**src/hw/monitor_cal_pkg.sv**
```systemverilog
/*
 Holds the constants and carrier types of the monitor result calibration block.
 Assumes a byte-wide memory port driven by the serial memory interface logic.
*/
package monitor_cal_pkg;
   // ==========================================================
   // Memory map
   localparam logic [7:0] ADDR_TEMP_MSB = 8'h60;
   localparam logic [7:0] ADDR_RES_LAST = 8'h69;
   localparam logic [7:0] ADDR_TABLE_LO = 8'h80;
   localparam logic [7:0] ADDR_SHIFT_A = 8'h8E;
   localparam logic [7:0] ADDR_SHIFT_B = 8'h8F;
   localparam logic [7:0] ADDR_GAIN_LO = 8'h92;
   localparam logic [7:0] ADDR_GAIN_HI = 8'h99;
   localparam logic [7:0] ADDR_TOFF_MSB = 8'hA0;
   localparam logic [7:0] ADDR_TOFF_LSB = 8'hA1;
   localparam logic [7:0] ADDR_OFF_LO = 8'hA2;
   localparam logic [7:0] ADDR_OFF_HI = 8'hA9;
   localparam logic [7:0] TABLE_MAIN = 8'h04;
   localparam logic [7:0] TABLE_COMPAT = 8'h01;
   // ==========================================================
   // Reset values and shift field positions
   localparam logic [15:0] GAIN_RESET = 16'h8000;
   localparam logic [15:0] OFFSET_RESET = 16'h0000;
   localparam logic [15:0] TOFF_RESET = 16'h0000;
   localparam logic [7:0] SHIFT_RESET = 8'h00;
   localparam int SHIFT_BIAS_MONITOR_INPUT_POS = 4;
   localparam int SHIFT_TX_POWER_INPUT_POS = 0;
   localparam int SHIFT_RX_POWER_INPUT_POS = 0;
   localparam int GAIN_FRAC_BITS = 15;
   // ==========================================================
   // Result limits and temperature offset coding
   localparam logic [15:0] VOLT_MAX = 16'hFFF8;
   localparam logic [15:0] TEMP_POS_FS = 16'h7FF8;
   localparam logic [15:0] TEMP_NEG_FS = 16'h8000;
   localparam logic [15:0] TOFF_XOR = 16'hBB40;
   localparam logic signed [19:0] TOFF_BIAS = 20'sh11300; // 275 degrees in 1/256 units
   localparam int NUM_CHAN = 5;
   // ==========================================================
   // Types
   typedef enum logic [2:0] {
      CH_TEMP = 3'h0, CH_VCC = 3'h1, CH_BIAS_MONITOR_INPUT = 3'h2, CH_TX_POWER_INPUT = 3'h3, CH_RX_POWER_INPUT = 3'h4
   } chan_type;
   typedef enum logic [4:0] {
      ST_IDLE = 5'h01, ST_START = 5'h02, ST_WAIT = 5'h04, ST_CALC = 5'h08, ST_STORE = 5'h10
   } seq_state_type;
   typedef struct packed {
      logic rd;
      logic wr;
      logic [7:0] table_sel;
      logic [7:0] addr;
      logic [7:0] wdata;
   } mem_req_type;
endpackage

```
**src/hw/monitor_result_calibration.sv**
```systemverilog
/*
 Sequences conversions, calibrates results and serves the result and calibration bytes.
 Assumes converter and memory port logic run on ref_clk_in; busy covers a whole transaction.
*/
// What this block does
// - Temperature stored as 16-bit two's complement at 60h/61h, MSB first.
// - Temperature refreshed each frame, never started during a memory transaction.
// - Temperature codes limited to 7FF8 down to 8000.
// - Temperature code divided by 256 gives degrees, upper half negative.
// - Offset from the temperature offset register added to each temperature result.
// - Supply and three monitor inputs converted round-robin with 13-bit converter.
// - Voltage results 16-bit unsigned, left-justified, at 62h through 69h.
// - Full scale gives FFF8h, null gives zero, linear between.
// - Factory supply full scale 6.5528V, monitor LSB 38.147 microvolts.
// - Supply and each monitor input own gain and offset registers; only the monitor inputs have shift fields.
// - Each monitor channel shifts results right by a 3-bit count.
// - Calibration registers live in table 04h or 01h per compatibility mode.
// - Right shift is the last step after gain and offset.
// - Temperature uses only its offset register, no gain.
`timescale 1ns/1ps
module monitor_result_calibration
   import monitor_cal_pkg::*;
#(
   parameter int ADC_BITS = 13
) (
   input wire logic ref_clk_in,
   input wire logic sys_rst_in,
   input wire mem_req_type mem_req_in,
   input wire logic mem_busy_in,
   input wire logic compat_mode_in,
   input wire logic conv_done_in,
   input wire logic [ADC_BITS-1:0] adc_data_in,
   input wire logic [15:0] temp_data_in,
   output logic [7:0] mem_rdata_out,
   output logic conv_start_out,
   output logic [2:0] conv_chan_out,
   output logic frame_done_out
);
   initial begin
      if (ADC_BITS != 13) begin
         $error("ADC_BITS must be 13");
      end
   end

   // ==========================================================
   // Calibration and result storage
   logic [15:0] gain [4];
   logic [15:0] offset [4];
   logic [15:0] temp_offset;
   logic [7:0] shift_count_reg_a;
   logic [7:0] shift_count_reg_b;
   logic [15:0] result [NUM_CHAN];
   logic [7:0] rdata;
   logic [15:0] next_gain [4];
   logic [15:0] next_offset [4];
   logic [15:0] next_temp_offset;
   logic [7:0] next_shift_a;
   logic [7:0] next_shift_b;
   logic [15:0] next_result [NUM_CHAN];
   logic [7:0] next_rdata;
   logic [7:0] cal_table;
   logic cal_hit;
   logic [7:0] a;
   logic [1:0] gidx;
   logic [1:0] oidx;
   logic [2:0] ridx;

   seq_state_type state;
   seq_state_type next_state;
   logic [2:0] chan;
   logic [2:0] next_chan;
   logic [15:0] raw;
   logic [15:0] next_raw;
   logic [15:0] calc;
   logic [15:0] next_calc;
   logic start;
   logic next_start;
   logic frame_done;
   logic next_frame_done;

   assign cal_table = compat_mode_in ? TABLE_COMPAT : TABLE_MAIN;
   assign a = mem_req_in.addr;
   assign cal_hit = (a >= ADDR_TABLE_LO) && (mem_req_in.table_sel == cal_table);
   assign gidx = 2'((a - ADDR_GAIN_LO) >> 1);
   assign oidx = 2'((a - ADDR_OFF_LO) >> 1);
   assign ridx = 3'((a - ADDR_TEMP_MSB) >> 1);

   // ==========================================================
   // Register writes, result stores and byte reads
   always_comb begin
      next_gain = gain;
      next_offset = offset;
      next_temp_offset = temp_offset;
      next_shift_a = shift_count_reg_a;
      next_shift_b = shift_count_reg_b;
      next_result = result;
      next_rdata = rdata;
      if (mem_req_in.wr && cal_hit) begin
         if (a == ADDR_SHIFT_A) begin
            next_shift_a = mem_req_in.wdata;
         end else if (a == ADDR_SHIFT_B) begin
            next_shift_b = mem_req_in.wdata;
         end else if (a >= ADDR_GAIN_LO && a <= ADDR_GAIN_HI) begin
            if (a[0]) next_gain[gidx][7:0] = mem_req_in.wdata;
            else next_gain[gidx][15:8] = mem_req_in.wdata;
         end else if (a == ADDR_TOFF_MSB) begin
            next_temp_offset[15:8] = mem_req_in.wdata;
         end else if (a == ADDR_TOFF_LSB) begin
            next_temp_offset[7:0] = mem_req_in.wdata;
         end else if (a >= ADDR_OFF_LO && a <= ADDR_OFF_HI) begin
            if (a[0]) next_offset[oidx][7:0] = mem_req_in.wdata;
            else next_offset[oidx][15:8] = mem_req_in.wdata;
         end
      end
      // Whole word lands at once and only between transactions
      if (state == ST_STORE && !mem_busy_in) begin
         next_result[chan] = calc;
      end
      if (mem_req_in.rd) begin
         next_rdata = 8'h00;
         if (a >= ADDR_TEMP_MSB && a <= ADDR_RES_LAST) begin
            next_rdata = a[0] ? result[ridx][7:0] : result[ridx][15:8];
         end else if (cal_hit) begin
            if (a == ADDR_SHIFT_A) begin
               next_rdata = shift_count_reg_a;
            end else if (a == ADDR_SHIFT_B) begin
               next_rdata = shift_count_reg_b;
            end else if (a >= ADDR_GAIN_LO && a <= ADDR_GAIN_HI) begin
               next_rdata = a[0] ? gain[gidx][7:0] : gain[gidx][15:8];
            end else if (a == ADDR_TOFF_MSB) begin
               next_rdata = temp_offset[15:8];
            end else if (a == ADDR_TOFF_LSB) begin
               next_rdata = temp_offset[7:0];
            end else if (a >= ADDR_OFF_LO && a <= ADDR_OFF_HI) begin
               next_rdata = a[0] ? offset[oidx][7:0] : offset[oidx][15:8];
            end
         end
      end
   end

   always_ff @(posedge ref_clk_in) begin
      if (sys_rst_in) begin
         for (int i = 0; i < 4; i++) begin
            gain[i] <= GAIN_RESET;
            offset[i] <= OFFSET_RESET;
         end
         for (int i = 0; i < NUM_CHAN; i++) begin
            result[i] <= 16'h0000;
         end
         temp_offset <= TOFF_RESET;
         shift_count_reg_a <= SHIFT_RESET;
         shift_count_reg_b <= SHIFT_RESET;
         rdata <= 8'h00;
      end else begin
         gain <= next_gain;
         offset <= next_offset;
         temp_offset <= next_temp_offset;
         shift_count_reg_a <= next_shift_a;
         shift_count_reg_b <= next_shift_b;
         result <= next_result;
         rdata <= next_rdata;
      end
   end

   // ==========================================================
   // Calibration arithmetic
   logic [1:0] vidx;
   logic [2:0] shift;
   logic [31:0] prod;
   logic signed [19:0] vsum;
   logic [15:0] vsat;
   logic signed [19:0] tsum;
   logic [15:0] tsat;

   assign vidx = 2'(chan - 3'(CH_VCC));

   always_comb begin
      shift = 3'h0;
      case (chan)
         CH_BIAS_MONITOR_INPUT: shift = shift_count_reg_a[SHIFT_BIAS_MONITOR_INPUT_POS +: 3];
         CH_TX_POWER_INPUT: shift = shift_count_reg_a[SHIFT_TX_POWER_INPUT_POS +: 3];
         CH_RX_POWER_INPUT: shift = shift_count_reg_b[SHIFT_RX_POWER_INPUT_POS +: 3];
         default: shift = 3'h0;
      endcase
      prod = raw * gain[vidx];
      vsum = signed'({3'b000, prod[31:GAIN_FRAC_BITS]})
         + (20'(signed'(offset[vidx])) <<< 2);
      if (vsum < 0) begin
         vsat = 16'h0000;
      end else if (vsum > signed'({4'h0, VOLT_MAX})) begin
         vsat = VOLT_MAX;
      end else begin
         vsat = vsum[15:0];
      end
      // Offset register is 64*(delta-275) XOR'd, so delta*256 = 4*decoded + 275*256
      tsum = 20'(signed'(raw)) + (20'(signed'(temp_offset ^ TOFF_XOR)) <<< 2)
         + TOFF_BIAS;
      if (tsum > 20'(signed'(TEMP_POS_FS))) begin
         tsat = TEMP_POS_FS;
      end else if (tsum < 20'(signed'(TEMP_NEG_FS))) begin
         tsat = TEMP_NEG_FS;
      end else begin
         tsat = tsum[15:0];
      end
   end

   // ==========================================================
   // Round-robin conversion sequencer
   always_comb begin
      next_state = state;
      next_chan = chan;
      next_raw = raw;
      next_calc = calc;
      next_start = 1'b0;
      next_frame_done = 1'b0;
      case (state)
         ST_IDLE: begin
            if (chan != 3'(CH_TEMP) || !mem_busy_in) begin
               next_start = 1'b1;
               next_state = ST_START;
            end
         end
         ST_START: next_state = ST_WAIT;
         ST_WAIT: begin
            if (conv_done_in) begin
               next_raw = (chan == 3'(CH_TEMP)) ? temp_data_in
                  : {adc_data_in, 3'b000};
               next_state = ST_CALC;
            end
         end
         ST_CALC: begin
            next_calc = (chan == 3'(CH_TEMP)) ? tsat : (vsat >> shift);
            next_state = ST_STORE;
         end
         ST_STORE: begin
            if (!mem_busy_in) begin
               next_state = ST_IDLE;
               if (chan == 3'(CH_RX_POWER_INPUT)) begin
                  next_chan = 3'(CH_TEMP);
                  next_frame_done = 1'b1;
               end else begin
                  next_chan = chan + 3'h1;
               end
            end
         end
         default: next_state = ST_IDLE;
      endcase
   end

   always_ff @(posedge ref_clk_in) begin
      if (sys_rst_in) begin
         state <= ST_IDLE;
         chan <= 3'h0;
         raw <= 16'h0000;
         calc <= 16'h0000;
         start <= 1'b0;
         frame_done <= 1'b0;
      end else begin
         state <= next_state;
         chan <= next_chan;
         raw <= next_raw;
         calc <= next_calc;
         start <= next_start;
         frame_done <= next_frame_done;
      end
   end

   assign mem_rdata_out = rdata;
   assign conv_start_out = start;
   assign conv_chan_out = chan;
   assign frame_done_out = frame_done;

   logic [2:0] last_start_chan;
   always_ff @(posedge ref_clk_in) begin
      if (sys_rst_in) last_start_chan <= 3'(CH_RX_POWER_INPUT);
      else if (start) last_start_chan <= chan;
   end
endmodule

```
**config.mk**
```make
export PLATFORM = sky130hd
export DESIGN_NAME = monitor_result_calibration
export DESIGN_NICKNAME = d
export VERILOG_FILES = /design/src/hw/monitor_cal_pkg.sv /design/src/hw/monitor_result_calibration.sv
export SDC_FILE = /design/constraint.sdc
export NUM_CORES = 2
export LEC_CHECK = 0
export BUFFER_PORTS_ARGS = -buffer_cell sky130_fd_sc_hd__buf_2
export CAP_MARGIN = 40
export CORE_UTILIZATION = 43
export CTS_BUF_LIST = sky130_fd_sc_hd__clkbuf_16
export CTS_CLUSTER_SIZE = 25
export DETAILED_ROUTE_END_ITERATION = 7
export GPL_ROUTABILITY_DRIVEN = 1
export PLACE_DENSITY_LB_ADDON = 0.3
export SYNTH_ARGS = -nofsm -noshare
export SYNTH_HDL_FRONTEND = slang
export SYNTH_SLANG_ARGS = --single-unit
```
**constraint.sdc**
```tcl
create_clock -name ref_clk_in -period 17.6 [get_ports ref_clk_in]
set_input_delay 1.76 -clock ref_clk_in [delete_from_list [all_inputs] [get_ports ref_clk_in]]
set_output_delay 1.76 -clock ref_clk_in [all_outputs]
set_load 0.05 [all_outputs]
```
== Yosys cells after proc, flatten, opt, wreduce, memory -nomap -nowiden ==
Cells that the tools add are included.
Cells by class
  bitwise logic cells: 14
  multiplexer cells: 58
  reduce and logical (&&, ||, !) cells: 24
  magnitude comparators: 19
  add/subtract/negate cells: 8
  shift-type cells: 1
  eq/ne operators: 16
  multiply operators: 1
Operators with widths (number)
  16-bit 2-to-1 mux: 19
  64-bit bitwise mux: 4
  16-bit binary-select mux with 2-bit select: 4
  16-bit demux with 2-bit select: 4
  64-bit 2-to-1 mux: 2
  8-bit 2-to-1 mux: 13
  80-bit bitwise mux: 1
  16-bit binary-select mux with 3-bit select: 1
  16-bit demux with 3-bit select: 1
  8-bit equality test, second input constant: 4
  16-bit by 16-bit multiplier with 32-bit output: 1
  5-bit case mux with 5 select lines: 1
  8-bit >= comparator, second input constant: 3
  19-bit by 18-bit adder with 20-bit output, second input constant: 1
  20-bit by 16-bit > comparator with 1-bit output, second input constant: 1
  20-bit by 16-bit < comparator with 1-bit output, second input constant: 1
  16-bit by 18-bit adder with 19-bit output: 1
  18-bit by 18-bit adder with 19-bit output: 1
  19-bit by 17-bit > comparator with 1-bit output, second input constant: 1
  19-bit by 1-bit < comparator with 1-bit output, second input constant: 1
  8-bit <= comparator, second input constant: 2
  16-bit by 3-bit >> shifter with 16-bit output: 1
  5-bit 2-to-1 mux: 3
  3-bit >= comparator, second input constant: 3
  38 further kinds: 67
Storage, ports and cells
  output and inout bits: 13
  bits of input ports: 60
  register bits after elaboration: 290
  word-level logic and storage cells: 165

== Depth between registers and ports, before layout ==
  word-level depth: 14
  gate-level depth with buffers: 44
  gate-level depth less buffers: 37

== Least setup slack after synthesis ==
No wires, ideal clock.
  kind: reg-to-reg
  start point: register chan[0] (netlist: conv_chan_out[0])
  end point: register calc[4]
  clock period less this slack: 11.252 ns
  data arrival time: 11.164 ns
  stages on the path, launching flop included: 43
  path buffers: 9
  setup slack: 6.348 ns
  data required time: 17.512 ns
  setup time: 0.088 ns
  cells stage by stage: dfxtp_1 > buf_6 > clkbuf_1 > inv_1 > ha_1 > clkbuf_1 > clkbuf_1 > mux4_2 > clkbuf_1 > and2_1 > fa_1 > inv_1 > fa_1 > fa_1 > inv_1 > fa_1 > fa_1 > inv_1 > [... 7 more ...] > a211oi_2 > o21ai_1 > a41oi_2 > nand2b_1 > xor2_1 > ha_1 > clkbuf_1 > nand2_1 > o21ai_0 > a21oi_1 > xnor2_1 > or4_1 > nor4_4 > or2_1 > buf_4 > buf_6 > o21ai_1 > a311oi_2
Between the ends
  longest elaborated chain between the ends: 12
  elaborated cells between the ends (all ways): 21
  those cells by class: add/sub (2); mul (1); order compare (2); eq/ne (3); shift (1); mux (10); bitwise (1); reduce/logical (1)
Ends and longest elaborated chain
  from (decl): line monitor_result_calibration.sv:70  | logic [2:0] chan;
  from (signal assigned): line monitor_result_calibration.sv:260  | chan <= next_chan;
  2-bit by 1-bit subtractor with 2-bit output: line monitor_result_calibration.sv:175  | assign vidx = 2'(chan - 3'(CH_VCC));
  2-bit inverter with 3-bit output (implied by the code): line monitor_result_calibration.sv:185, monitor_result_calibration.sv:187
  16-bit binary-select mux with 2-bit select: line monitor_result_calibration.sv:185  | prod = raw * gain[vidx];
  16-bit 2-to-1 mux (implied by the code) (2 in a row): line monitor_result_calibration.sv:185
  16-bit by 16-bit multiplier with 32-bit output: line monitor_result_calibration.sv:185
  18-bit by 18-bit adder with 19-bit output: line monitor_result_calibration.sv:187  | + (20'(signed'(offset[vidx])) <<< 2);
  19-bit by 17-bit > comparator with 1-bit output: line monitor_result_calibration.sv:190  | end else if (vsum > signed'({4'h0, VOLT_MAX})) begin
  16-bit 2-to-1 mux: line monitor_result_calibration.sv:190
  16-bit 2-to-1 mux: line monitor_result_calibration.sv:188  | if (vsum < 0) begin
  16-bit by 3-bit >> shifter with 16-bit output: line monitor_result_calibration.sv:232  | next_calc = (chan == 3'(CH_TEMP)) ? tsat : (vsat >> shift);
  16-bit 2-to-1 mux *: line monitor_result_calibration.sv:232
  to (signal assigned): line monitor_result_calibration.sv:262  | calc <= next_calc;
  to (decl): line monitor_result_calibration.sv:74  | logic [15:0] calc;
Every way passes the cells marked *; elsewhere a longest branch is shown, timed or not. The select of a mux whose other input is x is not followed.
A chain may end at the register's enable or synchronous reset.

== Worst setup path in the final report ==
  start point: register chan[0] (netlist: conv_chan_out[0])
  end point: register calc[1]
Same word-level chain as after synthesis.

==> flow_summary_export.csv <==
group,metric,value,unit
drt,vias_per_cell,5.81,
drt,drt_iter0_drc,2159,
drt,vias,21089,
clock_network,post_cts_buffers,0,
cells_and_area,fillCellCount,5359,
cells_and_area,drive_gt1_frac,0.0971,
timing,timing.setup.tns,0,ns
clock_network,cts-resized-gates,0,
synth,synth-edff-count,0,
timing,setup_viol,0,
run,cap_violations,0,
cells_and_area,area_delta_synth_final,8.66,%
critical_path,crit_path_max_fanout,43,
pwr,power_density,56.6,mW/mm²
drt,drc,0,
critical_path,endpoint_kind,"flop",
timing,worstMarginPinSlew,0.986,ns
drt,routed_wl,73.5,mm
critical_path,critPathKind,"reg2reg",
pwr,ir_drop,60.8,µV
synth,yosysWarningCount,0,
die,die_y,241,µm
synth,avgSynthCellArea,8.51,µm²
clock_network,clkTransAtPathRegs,0.06,ns
critical_path,cp_top_family,"adder cells",
critical_path,cp.arrival,12.48,ns
timing,min_period,12.02,ns
timing,fmax,0.0832,GHz
drt,postRouteAntennaNets,0,
cells_and_area,multi_input_area,0.0170,mm²
clock_network,tritoncts,"done",
synth,synthCells,2888,
die,boundaryPins,73,
timing,relSlewSlack,0.337,
timing,hold_violations,0,
timing,hold_slack,0.453,ns
synth,synth_seq_cells,290,
cells_and_area,regArea,0.00581,mm²
synth,synthFlopType,"dfxtp_1",
cells_and_area,fin_nets,3261,
drt,dr.pass1.iters,7,
die,initial_core_util,0.435,
clock_network,root_buffer,"clkbuf_16",
placement,dpl.hpwl,53.8,mm
synth,synth_nets,3299,
grt,antenna_found_initial,0,
placement,gp_congestion,0.903,
die,core,0.0565,mm²
timing,finClkSkew,0.0234,ns
grt,grt_pass1_wl,116,mm
synth,ys_types,86,
timing,fin_crit_sh,0.683,
placement,port_buffers,72,
clock_network,insertion_delay,0.56,ns
grt,grt_overflow,0,
hold_path,holdCritPathClass,"reg2reg",
grt,grt_max_degree,93,
synth,synthArstFlopShare,0,
die,die_area,0.0581,mm²
timing,finalMaxSlewViolations,0,
synth,netlist_area,0.0246,mm²
drt,wl_per_cell,20.2,µm
critical_path,required,18.06,ns
clock_network,clock_path_buffers,3,
clock_network,htreeDepth,2,
clock_network,cts-hold-fix-buffers,0,
cells_and_area,final_area,0.0267,mm²
placement,dpl_cell_area,0.0257,mm²
critical_path,slowest_delay,0.77,ns
status,status,"finished, final reports clean",
critical_path,cp_common_cell,"fa_1",
die,die_x,241,µm
critical_path,cp-start-kind,"flop",
timing,grt_setup_unrepaired,"no",
synth,ys_seq_area_frac,0.236,
critical_path,cp_slowest_cell,"o311ai_0",
clock_network,cts_sinks,290,
grt,grt.total_usage,0.258,
die,rows,87,
clock_network,cts_buffers,34,
grt,grt_pass1_vias,21026,
pwr,leakagePower,11.2,nW
critical_path,cp_num_buf_inv,7,
## cell families after synthesis
kind of cell	count (synthesis)	synth area share
DFF	290	0.236
and+or+nand+nor	1053	0.198
muxes	154	0.108
adders and majority gates	351	0.238
buffers and inverters	473	0.0730
xor gates and xnor gates	37	0.0132
AOI/OAI and AO/OA	530	0.134
## through the flow
stage,setup slack [ns],cells,power (mW),util
finish,5.58,3631,1.51,0.473
CTS,5.51,3630,1.52,0.473
global placement,5.76,3558,0.835,0.450
floorplan,6.35,2888,0.789,-
global route,4.74,3630,1.56,0.473
detailed placement,5.54,3570,0.840,0.454
## final cells by class
class | instances | area share
clock buffer | 34 | 0.0318
timing repair buffer | 115 | 0.0305
tap | 756 | 0.0354
antenna | 1 | 0.0000936
clock inverter | 26 | 0.00805
multi-input combinational | 2125 | 0.637
sequential | 290 | 0.217
inverter | 284 | 0.0399
## state kept, by name (all words and copies together), names as in the netlist
signal and count:
frame_done_out 1, gain 64, result 80, state 5, offset 64, conv_chan_out 3, mem_rdata_out 8, raw 16
conv_start_out 1, shift_count_reg_b 8, calc 16, shift_count_reg_a 8, temp_offset 16
## where the power goes
group	total [mW]	leakage (nW)	internal, mW	switching [mW]
clock	0.683	0.543	0.386	0.297
combinational	0.159	8.28	0.0530	0.106
sequential	0.669	2.34	0.662	0.00708
## cells in the final DEF (no fill, tap or decap), types with 17 or more instances in the layout
| master | synthesis | layout |
|---|---|---|
| a211oi_1 | 21 | 21 |
| nor3_1 | 18 | 18 |
| a311oi_1 | 27 | 27 |
| o21ai_0 | 47 | 47 |
| clkbuf_16 | 0 | 34 |
| buf_4 | 1 | 32 |
| dfxtp_1 | 290 | 289 |
| inv_1 | 284 | 291 |
| nor2b_1 | 29 | 28 |
| nor2_1 | 133 | 132 |
| a21oi_1 | 270 | 270 |
| xor2_1 | 17 | 17 |
| a31oi_1 | 17 | 17 |
| nand3_1 | 138 | 138 |
| fa_1 | 195 | 195 |
| and2_1 | 121 | 121 |
| mux2i_1 | 62 | 62 |
| xnor2_1 | 20 | 20 |
| nand2_1 | 514 | 514 |
| buf_2 | 1 | 70 |
| mux4_2 | 88 | 88 |
| ha_1 | 156 | 156 |
## metal layers
metal,wire length (µm),up-vias,share of wire,track usage
met1,31600,10457,0.43,0.346
met2,34300,796,0.47,0.417
met3,5580,126,0.076,0.0498
met5,0,-,0,0
li1,-,9710,-,-
met4,1970,0,0.027,0.0813
## worst register-to-register path, delay by kind of cell (launching register included)
kind | cells | cell delay (ns)
buffers and inverters | 7 | 1.53
flip-flops | 1 | 0.31
XOR/XNOR | 1 | 0.15
AO/OA/AOI/OAI | 9 | 2.67
AND/OR/NAND/NOR | 8 | 2.49
multiplexers | 1 | 0.60
adder cells (fa/ha/maj) | 9 | 4.20
## synthesized netlist by cell type (18+ instances only)
master / instances / area share
clkbuf_1: 174 / 0.027
nor2b_1: 29 / 0.0074
mux2i_1: 62 / 0.025
ha_1: 156 / 0.079
a211oi_1: 21 / 0.0064
dfxtp_1: 290 / 0.24
nor3_1: 18 / 0.0037
a21oi_1: 270 / 0.055
and2_1: 121 / 0.031
nor2_1: 133 / 0.020
a311oi_1: 27 / 0.0096
nand3_1: 138 / 0.028
xnor2_1: 20 / 0.0071
o21ai_0: 47 / 0.0096
fa_1: 195 / 0.16
mux4_2: 88 / 0.081
nand2_1: 514 / 0.078
inv_1: 284 / 0.043
## worst paths after layout
check	cells after the start	slack [ns]	endpoint	from
worst min register to register	2	0.45	result[63]$_SDFFE_PP0P_	result[63]$_SDFFE_PP0P_
worst max register to register	35	5.58	calc[1]$_SDFFE_PP0N_	conv_chan_out[0]$_SDFFE_PP0P_
worst max-delay path	35	5.58	calc[1]$_SDFFE_PP0N_	conv_chan_out[0]$_SDFFE_PP0P_
worst min-delay path	2	0.45	result[63]$_SDFFE_PP0P_	result[63]$_SDFFE_PP0P_
(Power assumes the default switching activity.)
